**src/sse_map.svh**
```systemverilog
`ifndef SSE_MAP_SVH
`define SSE_MAP_SVH

// AXI4-Lite register byte offsets
`define SSE_CTRL_OFS 8'h00
`define SSE_OPERAND_OFS 8'h04
`define SSE_SP_OFS 8'h08
`define SSE_STATUS_OFS 8'h0C
`define SSE_PC_OFS 8'h10
`define SSE_RESULT_OFS 8'h14
`define SSE_STATE_OFS 8'h18

// Control register fields
`define SSE_CTRL_GO_BIT 0
`define SSE_CTRL_BYTE_BIT 1
`define SSE_CTRL_OP_LSB 4

// Status register field positions
`define SSE_C_BIT 0
`define SSE_Z_BIT 1
`define SSE_N_BIT 2
`define SSE_IRQ_MASK_BIT 3
`define SSE_HALT_BIT 4
`define SSE_OSC_DIS_BIT 5
`define SSE_V_BIT 8
`define SSE_PCHI_LSB 12

// Stack pointer step and overflow windows
`define SSE_SP_STEP 20'h00002
`define SSE_OVW_LO 16'h4000
`define SSE_OVW_HI 16'hC000
`define SSE_OVB_LO 8'h40
`define SSE_OVB_HI 8'hC0

// Reset values
`define SSE_SP_RST 20'h00000
`define SSE_SR_RST 16'h0000
`define SSE_PC_RST 20'h00000

`endif

```
**src/sse_pkg.sv**
```systemverilog
`default_nettype none
package sse_pkg;
   typedef enum logic [2:0] {
      SSE_OP_PUSH,
      SSE_OP_POP,
      SSE_OP_SUBRET,
      SSE_OP_INTRET,
      SSE_OP_SHL,
      SSE_OP_ROTL,
      SSE_OP_SHR,
      SSE_OP_ROTR
   } sse_op_t;

   typedef struct packed {
      logic req;
      logic we;
      logic [19:0] addr;
      logic [15:0] wdata;
      logic [1:0] be;
   } sse_mem_req_t;

   typedef struct packed {
      logic n;
      logic z;
      logic c;
      logic v;
   } sse_flags_t;
endpackage
`default_nettype wire

```
**src/sse_stack_shift_exec.sv**
```systemverilog
// How it works
// - pop reads stack word, bumps pointer, writes
// - push and pop always move pointer two
// - byte pop clears destination high byte
// - push decrements pointer, then writes word
// - byte push writes low byte only
// - push, pop, subroutine return keep arithmetic flags
// - these ops keep mode bits
// - subroutine return loads low counter, clears high
// - interrupt return pops status with counter high
// - second pop gives counter low bits
// - interrupt return restores flags and mode bits
// - shift left inserts zero, msb to carry
// - word left overflow window 4000h..BFFFh
// - byte left overflow window 40h..BFh
// - left ops set N, Z, carry from msb
// - rotate left puts carry into lsb
// - shift right keeps sign bit
// - rotate right puts carry into msb
// - right ops set N, Z, C, clear V
`timescale 1ns/1ps
`default_nettype none
`include "sse_map.svh"

module sse_stack_shift_exec (
   input wire logic clk,
   input wire logic rst,
   input wire logic ce,
   input wire logic [31:0] s_axi_awaddr,
   input wire logic s_axi_awvalid,
   output logic s_axi_awready,
   input wire logic [31:0] s_axi_wdata,
   input wire logic [3:0] s_axi_wstrb,
   input wire logic s_axi_wvalid,
   output logic s_axi_wready,
   output logic [1:0] s_axi_bresp,
   output logic s_axi_bvalid,
   input wire logic s_axi_bready,
   input wire logic [31:0] s_axi_araddr,
   input wire logic s_axi_arvalid,
   output logic s_axi_arready,
   output logic [31:0] s_axi_rdata,
   output logic [1:0] s_axi_rresp,
   output logic s_axi_rvalid,
   input wire logic s_axi_rready,
   output sse_pkg::sse_mem_req_t memReq,
   input wire logic memAck,
   input wire logic [15:0] memRdata
);

   typedef enum logic [2:0] {
      SSE_IDLE,
      SSE_MEM,
      SSE_SECOND,
      SSE_DONE
   } sse_state_t;

   // ==========================================================
   // Architectural state
   // ==========================================================
   logic [19:0] sp_reg;
   logic [15:0] sr_reg;
   logic [19:0] pc_reg;
   logic [15:0] operand_reg;
   logic [15:0] result_reg;
   logic [7:0] ctrl_reg;
   logic busy_reg;
   sse_state_t state_reg;
   sse_pkg::sse_mem_req_t memReq_reg;
   logic [15:0] temp_reg;

   sse_pkg::sse_op_t op;
   logic isByte;
   assign op = sse_pkg::sse_op_t'(ctrl_reg[`SSE_CTRL_OP_LSB +: 3]);
   assign isByte = ctrl_reg[`SSE_CTRL_BYTE_BIT];
   assign memReq = memReq_reg;

   // ==========================================================
   // AXI4-Lite slave
   // ==========================================================
   logic awHeld_reg;
   logic wHeld_reg;
   logic [7:0] awAddr_reg;
   logic [31:0] wData_reg;
   logic [3:0] wStrb_reg;
   logic doWrite;
   logic goPulse;

   assign s_axi_awready = !awHeld_reg && !s_axi_bvalid;
   assign s_axi_wready = !wHeld_reg && !s_axi_bvalid;
   assign doWrite = awHeld_reg && wHeld_reg && !s_axi_bvalid;
   assign goPulse = doWrite && awAddr_reg == `SSE_CTRL_OFS
      && wStrb_reg[0] && wData_reg[`SSE_CTRL_GO_BIT] && !busy_reg;
   assign s_axi_bresp = 2'h0;
   assign s_axi_rresp = 2'h0;
   assign s_axi_arready = !s_axi_rvalid;

   always_ff @(posedge clk) begin
      if (rst) begin
         awHeld_reg <= 1'b0;
         wHeld_reg <= 1'b0;
         awAddr_reg <= 8'h00;
         wData_reg <= 32'h0000_0000;
         wStrb_reg <= 4'h0;
         s_axi_bvalid <= 1'b0;
      end else if (ce) begin
         if (s_axi_awvalid && s_axi_awready) begin
            awHeld_reg <= 1'b1;
            awAddr_reg <= s_axi_awaddr[7:0];
         end
         if (s_axi_wvalid && s_axi_wready) begin
            wHeld_reg <= 1'b1;
            wData_reg <= s_axi_wdata;
            wStrb_reg <= s_axi_wstrb;
         end
         if (doWrite) begin
            awHeld_reg <= 1'b0;
            wHeld_reg <= 1'b0;
            s_axi_bvalid <= 1'b1;
         end else if (s_axi_bvalid && s_axi_bready) begin
            s_axi_bvalid <= 1'b0;
         end
      end
   end

   always_ff @(posedge clk) begin
      if (rst) begin
         s_axi_rvalid <= 1'b0;
         s_axi_rdata <= 32'h0000_0000;
      end else if (ce) begin
         if (s_axi_arvalid && s_axi_arready) begin
            s_axi_rvalid <= 1'b1;
            case (s_axi_araddr[7:0])
               `SSE_CTRL_OFS: s_axi_rdata <= {24'h000000, ctrl_reg};
               `SSE_OPERAND_OFS: s_axi_rdata <= {16'h0000, operand_reg};
               `SSE_SP_OFS: s_axi_rdata <= {12'h000, sp_reg};
               `SSE_STATUS_OFS: s_axi_rdata <= {16'h0000, sr_reg};
               `SSE_PC_OFS: s_axi_rdata <= {12'h000, pc_reg};
               `SSE_RESULT_OFS: s_axi_rdata <= {16'h0000, result_reg};
               `SSE_STATE_OFS: s_axi_rdata <= {31'h0000_0000, busy_reg};
               default: s_axi_rdata <= 32'h0000_0000;
            endcase
         end else if (s_axi_rvalid && s_axi_rready) begin
            s_axi_rvalid <= 1'b0;
         end
      end
   end

   // ==========================================================
   // Shift and rotate datapath
   // ==========================================================
   logic [15:0] shRes;
   logic msbOld;
   logic lsbOld;
   logic cin;
   logic shV;
   logic resMsb;
   logic resZero;

   always_comb begin
      cin = sr_reg[`SSE_C_BIT];
      msbOld = isByte ? operand_reg[7] : operand_reg[15];
      lsbOld = operand_reg[0];
      shRes = 16'h0000;
      case (op)
         sse_pkg::SSE_OP_SHL: shRes = {operand_reg[14:0], 1'b0};
         sse_pkg::SSE_OP_ROTL: shRes = {operand_reg[14:0], cin};
         sse_pkg::SSE_OP_SHR: shRes = isByte
            ? {8'h00, operand_reg[7], operand_reg[7:1]}
            : {operand_reg[15], operand_reg[15:1]};
         // carry into msb on rotate right
         sse_pkg::SSE_OP_ROTR: shRes = isByte
            ? {8'h00, cin, operand_reg[7:1]}
            : {cin, operand_reg[15:1]};
         default: shRes = operand_reg;
      endcase
      if (isByte) shRes = {8'h00, shRes[7:0]};
      resMsb = isByte ? shRes[7] : shRes[15];
      resZero = isByte ? (shRes[7:0] == 8'h00) : (shRes == 16'h0000);
      shV = isByte
         ? (operand_reg[7:0] >= `SSE_OVB_LO && operand_reg[7:0] < `SSE_OVB_HI)
         : (operand_reg >= `SSE_OVW_LO && operand_reg < `SSE_OVW_HI);
   end

   // ==========================================================
   // Sequencer
   // ==========================================================
   always_ff @(posedge clk) begin
      if (rst) begin
         state_reg <= SSE_IDLE;
         busy_reg <= 1'b0;
         memReq_reg <= '0;
         temp_reg <= 16'h0000;
         result_reg <= 16'h0000;
         sp_reg <= `SSE_SP_RST;
         sr_reg <= `SSE_SR_RST;
         pc_reg <= `SSE_PC_RST;
         ctrl_reg <= 8'h00;
         operand_reg <= 16'h0000;
      end else if (ce) begin
         if (doWrite && !busy_reg) begin
            if (awAddr_reg == `SSE_CTRL_OFS && wStrb_reg[0]) ctrl_reg <= {wData_reg[7:1], 1'b0};
            if (awAddr_reg == `SSE_OPERAND_OFS) begin
               if (wStrb_reg[0]) operand_reg[7:0] <= wData_reg[7:0];
               if (wStrb_reg[1]) operand_reg[15:8] <= wData_reg[15:8];
            end
            if (awAddr_reg == `SSE_SP_OFS) sp_reg <= wData_reg[19:0];
            if (awAddr_reg == `SSE_STATUS_OFS) sr_reg <= wData_reg[15:0];
            if (awAddr_reg == `SSE_PC_OFS) pc_reg <= wData_reg[19:0];
         end
         case (state_reg)
            SSE_IDLE: begin
               if (goPulse) begin
                  busy_reg <= 1'b1;
                  case (sse_pkg::sse_op_t'(wData_reg[`SSE_CTRL_OP_LSB +: 3]))
                     sse_pkg::SSE_OP_PUSH: begin
                        sp_reg <= sp_reg - `SSE_SP_STEP;
                        memReq_reg.req <= 1'b1;
                        memReq_reg.we <= 1'b1;
                        memReq_reg.addr <= sp_reg - `SSE_SP_STEP;
                        memReq_reg.wdata <= operand_reg;
                        memReq_reg.be <= wData_reg[`SSE_CTRL_BYTE_BIT] ? 2'h1 : 2'h3;
                        state_reg <= SSE_MEM;
                     end
                     sse_pkg::SSE_OP_POP, sse_pkg::SSE_OP_SUBRET,
                     sse_pkg::SSE_OP_INTRET: begin
                        memReq_reg.req <= 1'b1;
                        memReq_reg.we <= 1'b0;
                        memReq_reg.addr <= sp_reg;
                        memReq_reg.be <= 2'h3;
                        state_reg <= SSE_MEM;
                     end
                     default: state_reg <= SSE_DONE;
                  endcase
               end
            end
            SSE_MEM: begin
               if (memAck) begin
                  memReq_reg.req <= 1'b0;
                  state_reg <= SSE_DONE;
                  case (op)
                     sse_pkg::SSE_OP_POP: begin
                        temp_reg <= memRdata;
                        sp_reg <= sp_reg + `SSE_SP_STEP;
                     end
                     sse_pkg::SSE_OP_SUBRET: begin
                        // low counter bits loaded, high cleared
                        pc_reg <= {4'h0, memRdata};
                        sp_reg <= sp_reg + `SSE_SP_STEP;
                     end
                     sse_pkg::SSE_OP_INTRET: begin
                        // status word carries counter high bits
                        sr_reg <= memRdata;
                        pc_reg[19:16] <= memRdata[`SSE_PCHI_LSB +: 4];
                        sp_reg <= sp_reg + `SSE_SP_STEP;
                        memReq_reg.req <= 1'b1;
                        memReq_reg.addr <= sp_reg + `SSE_SP_STEP;
                        state_reg <= SSE_SECOND;
                     end
                     default: ;
                  endcase
               end
            end
            SSE_SECOND: begin
               if (memAck) begin
                  // second pop gives low counter bits
                  memReq_reg.req <= 1'b0;
                  pc_reg[15:0] <= memRdata;
                  sp_reg <= sp_reg + `SSE_SP_STEP;
                  state_reg <= SSE_DONE;
               end
            end
            SSE_DONE: begin
               case (op)
                  sse_pkg::SSE_OP_POP: result_reg <= isByte ? {8'h00, temp_reg[7:0]} : temp_reg;
                  sse_pkg::SSE_OP_SHL, sse_pkg::SSE_OP_ROTL,
                  sse_pkg::SSE_OP_SHR, sse_pkg::SSE_OP_ROTR: begin
                     result_reg <= shRes;
                     sr_reg[`SSE_N_BIT] <= resMsb;
                     sr_reg[`SSE_Z_BIT] <= resZero;
                     // left ops carry from old msb
                     // right ops carry from lsb, V cleared
                     if (op == sse_pkg::SSE_OP_SHL || op == sse_pkg::SSE_OP_ROTL) begin
                        sr_reg[`SSE_C_BIT] <= msbOld;
                        sr_reg[`SSE_V_BIT] <= shV;
                     end else begin
                        sr_reg[`SSE_C_BIT] <= lsbOld;
                        sr_reg[`SSE_V_BIT] <= 1'b0;
                     end
                  end
                  default: ;
               endcase
               busy_reg <= 1'b0;
               state_reg <= SSE_IDLE;
            end
            default: state_reg <= SSE_IDLE;
         endcase
      end
   end
endmodule
`default_nettype wire

```
**config.mk**
```make
export PLATFORM = sky130hd
export DESIGN_NAME = sse_stack_shift_exec
export DESIGN_NICKNAME = d
export VERILOG_FILES = /design/src/sse_pkg.sv /design/src/sse_stack_shift_exec.sv
export VERILOG_INCLUDE_DIRS = /design/src
export SDC_FILE = /design/constraint.sdc
export NUM_CORES = 1
export LEC_CHECK = 0
export ABC_AREA = 1
export CORE_MARGIN = 1
export CORE_UTILIZATION = 30
export CTS_BUF_LIST = sky130_fd_sc_hd__clkbuf_4 sky130_fd_sc_hd__clkbuf_8
export DETAILED_ROUTE_END_ITERATION = 10
export DONT_BUFFER_PORTS = 1
export SLEW_MARGIN = 10
export SYNTH_ARGS = -nofsm -noshare
export SYNTH_HDL_FRONTEND = slang
export SYNTH_SLANG_ARGS = --single-unit
```
**constraint.sdc**
```tcl
create_clock -name clk -period 1.67 [get_ports clk]
set_input_delay 0.334 -clock clk [delete_from_list [all_inputs] [get_ports clk]]
set_output_delay 0.334 -clock clk [all_outputs]
set_load 0.01 [all_outputs]
```
==> reports/results.tsv <==
metric	value	unit
Routability Congestion	0.9719	
Worst Skew	0.04891	ns
Yosys top cell by area	dfxtp_1	
register bit count reported by yosys	208	
clock buffer depth	3	
Die ar.	40210	um2
design area	16510	um2
RSZ-0062 raised after global routing	yes	
fin crit share	108.5	%
htree depth	2	
Hold Vio Cnt, Final	0	
clk sink count	208	
TNS Setup	-4.929	ns
gr usage total	23.93	%
wire length per cell	19.90	um
Post-Syn Area	11820	um2
vias in the first global route	12807	
Pwr Density	779.7	nW/um2
ys flop type	dfxtp_1	
most frequent cells in the layout	nand2_1, nor2_1, buf_4, a21oi_1, dfxtp_1	
Skew-Pair Late Insertion Delay	0.61	ns
yosys warns	0	
EDFF count, synth	0	
reg2reg end	memReq[37]	
FMAX	551.9	MHz
Final nets	2173	
worst path cell trace	nor2_4 -> nand3_4 -> nor2_8 -> nand3_4 -> nand2_4 -> nand3_4 -> inv_8 -> buf_12 -> buf_6 -> o21ai_2 -> a21oi_2	
gr ovfl total	0	
Reg2Reg Setup Slack	-0.14	ns
Setup-failing EPs final	70	
hold endpoint	wData_reg[13]	
R2R cell count	11	
HP Class	input port to register	
commonest non-fill, non-tap cell in the layout	nand2_1	
Critical Path AT	2.31	ns
I/O Pins	206	
CP endpoint kind	register	
Async SR Flop Fraction	0	%
first-pass iteration count of the detailed router	5	
Critical R2R Launch	awAddr_reg[6]	
max_cap viols	0	
Mapped Avg Cell Area	6.489	um2
Worst Path Required	2.17	ns
synth top area cells	dfxtp_1, nand2_1, a21oi_1	
Die Y	200.5	um
fin. max-slew vios	0	
Yosys cell types	47	
Synth top area share	35.22	%
cell count after synthesis	1822	
failing checks	negative setup slack	
Largest register FFs	40	
HP Start	s_axi_wdata[13]	
1st-iter DRT viols	1330	
CP Class	register to register	
cts bufs inserted	40	
hold-critical path depth	2	
Worst Setup Start Kind	register	
outcome	complete, but fails checks	
VDD IR max	524.9	uV
fin crit period	1.812	ns
CP max stage cell	dfxtp_2	
sequential share of the synthesized area	35.22	%
final worst slack	-0.1421	ns
Initial Utilization	30.52	%
Post-Route WL	51580	um
CP dominant cell by count	nand3_4	
CP peak stage delay	0.33	ns
dpl hpwl	35100	um
Rel. slew slack	61.13	%
Core Area	38740	um2
CTS root buffer	clkbuf_8	
Final ANT Viol Nets	0	
largest net degree at the start of global routing	70	
initial antenna violation count	2	
clock transition at the registers of the reported paths	0.06	ns
Via-to-Cell Ratio	5.284	
dpl cell area	13740	um2
layout cells sized above 1	25.85	%
Worst-Margin Slew	0.5811	ns
Lkg Pwr	6.779	nW
Die Width	200.5	um
Area Growth Syn to Fin	39.69	%
CTS tree	built	
first-pass GRT wire length	75000	um
pre-CTS WS	-0.2052	ns
CP startpoint	awAddr_reg[6]	
# rows	72	
via count	13696	
DRC viols	0	
crit-path max FO	7	
port bufs	0	
==> final cells by class <==
type	instances	area [um2]
antenna	4	10.01
clock buffer	57	728.2
clock inverter	13	168.9
fill	3939	22220
inverter	151	599.3
multi-input combinational	1352	7337
sequential	208	4197
tap	518	648.1
timing repair buffer	289	2826
==> worst max-delay path: cells and delay by family (launching register included) <==
family / cells / cell delay, ns
and+or+nand+nor: 6 / 0.84
DFF: 1 / 0.33
AOI/OAI and AO/OA: 2 / 0.17
buffers and inverters: 3 / 0.35
==> how the worst max path moves through the flow <==
stage | slack (ns) | to | cells after the start
2_1_floorplan | 0.02 | memReq[34] | 11
3_3_place_gp | -0.19 | memReq[25] | 11
3_5_place_dp | -0.21 | s_axi_rdata[10] | 8
4_1_cts | -0.13 | memReq[37] | 11
5_1_grt | -0.20 | state_reg[1] | 12
6_report | -0.14 | memReq[37] | 11
==> through the flow <==
step	hold slack (ns)	std cells	utilization (%)	power (W)
floorplan	0.4244	1837	-	0.006202
global placement	0.4104	2438	35.48	0.006689
detailed placement	0.4107	2438	35.48	0.006713
CTS	-0.2327	2563	39.91	0.01271
global route	0.02494	2589	42.61	0.01337
finish	0.03386	2592	42.63	0.01288
==> Yosys cell counts, types with 2 or more instances <==
cell,count
clkinv_1,4
dfxtp_1,208
inv_1,139
o22ai_1,11
buf_2,31
a21oi_1,214
a211oi_1,20
nor2_4,5
o21ai_0,186
nand2_1,376
o211ai_1,43
inv_2,6
nor2_8,2
nand3_4,4
nand3_1,122
o211a_1,4
buf_6,8
nand4_1,15
buf_1,4
buf_4,18
xor2_1,16
ha_1,6
clkbuf_1,67
o21ai_1,26
nor3_1,14
nor3_2,3
nor2_2,7
nand3_2,3
nand2_2,3
nand3b_1,2
nor2_1,239
==> repair_timing <==
action	4_1_cts	5_1_grt
endpoints found under the setup margin	140	150
pin swaps	16	39
setup buffers	9	16
gates resized for setup	78	221
hold buffers	47	2
gates cloned	0	7
endpoints found under the hold margin	146	64
==> per-layer routing <==
metal  global-route usage [%]  up-vias  wire, um
met5                        0        -         0
met4                    10.77        0      1995
met3                    5.049      143      4782
met2                    37.69      648     23410
met1                    31.35     6419     21390
li1                         -     6486         -
==> power breakdown <==
part | internal, W | switching [W]
clock | 0.00332 | 0.00246
combinational | 0.000716 | 0.00110
sequential | 0.00510 | 0.000178
total | 0.00914 | 0.00374
==> cell families (layout without fill, tap and decap cells) <==
kind of cell,after synthesis,in the layout,share of synthesized area (%)
and+or+nand+nor,799,802,29.04
other,1,20,0.03172
adders and majority gates,6,6,0.6350
DFF,208,208,35.22
xor gates and xnor gates,16,16,1.185
buffers and inverters,280,510,10.34
AOI/OAI and AO/OA,512,512,23.55
Note: power is estimated with default switching activity, not from simulation.
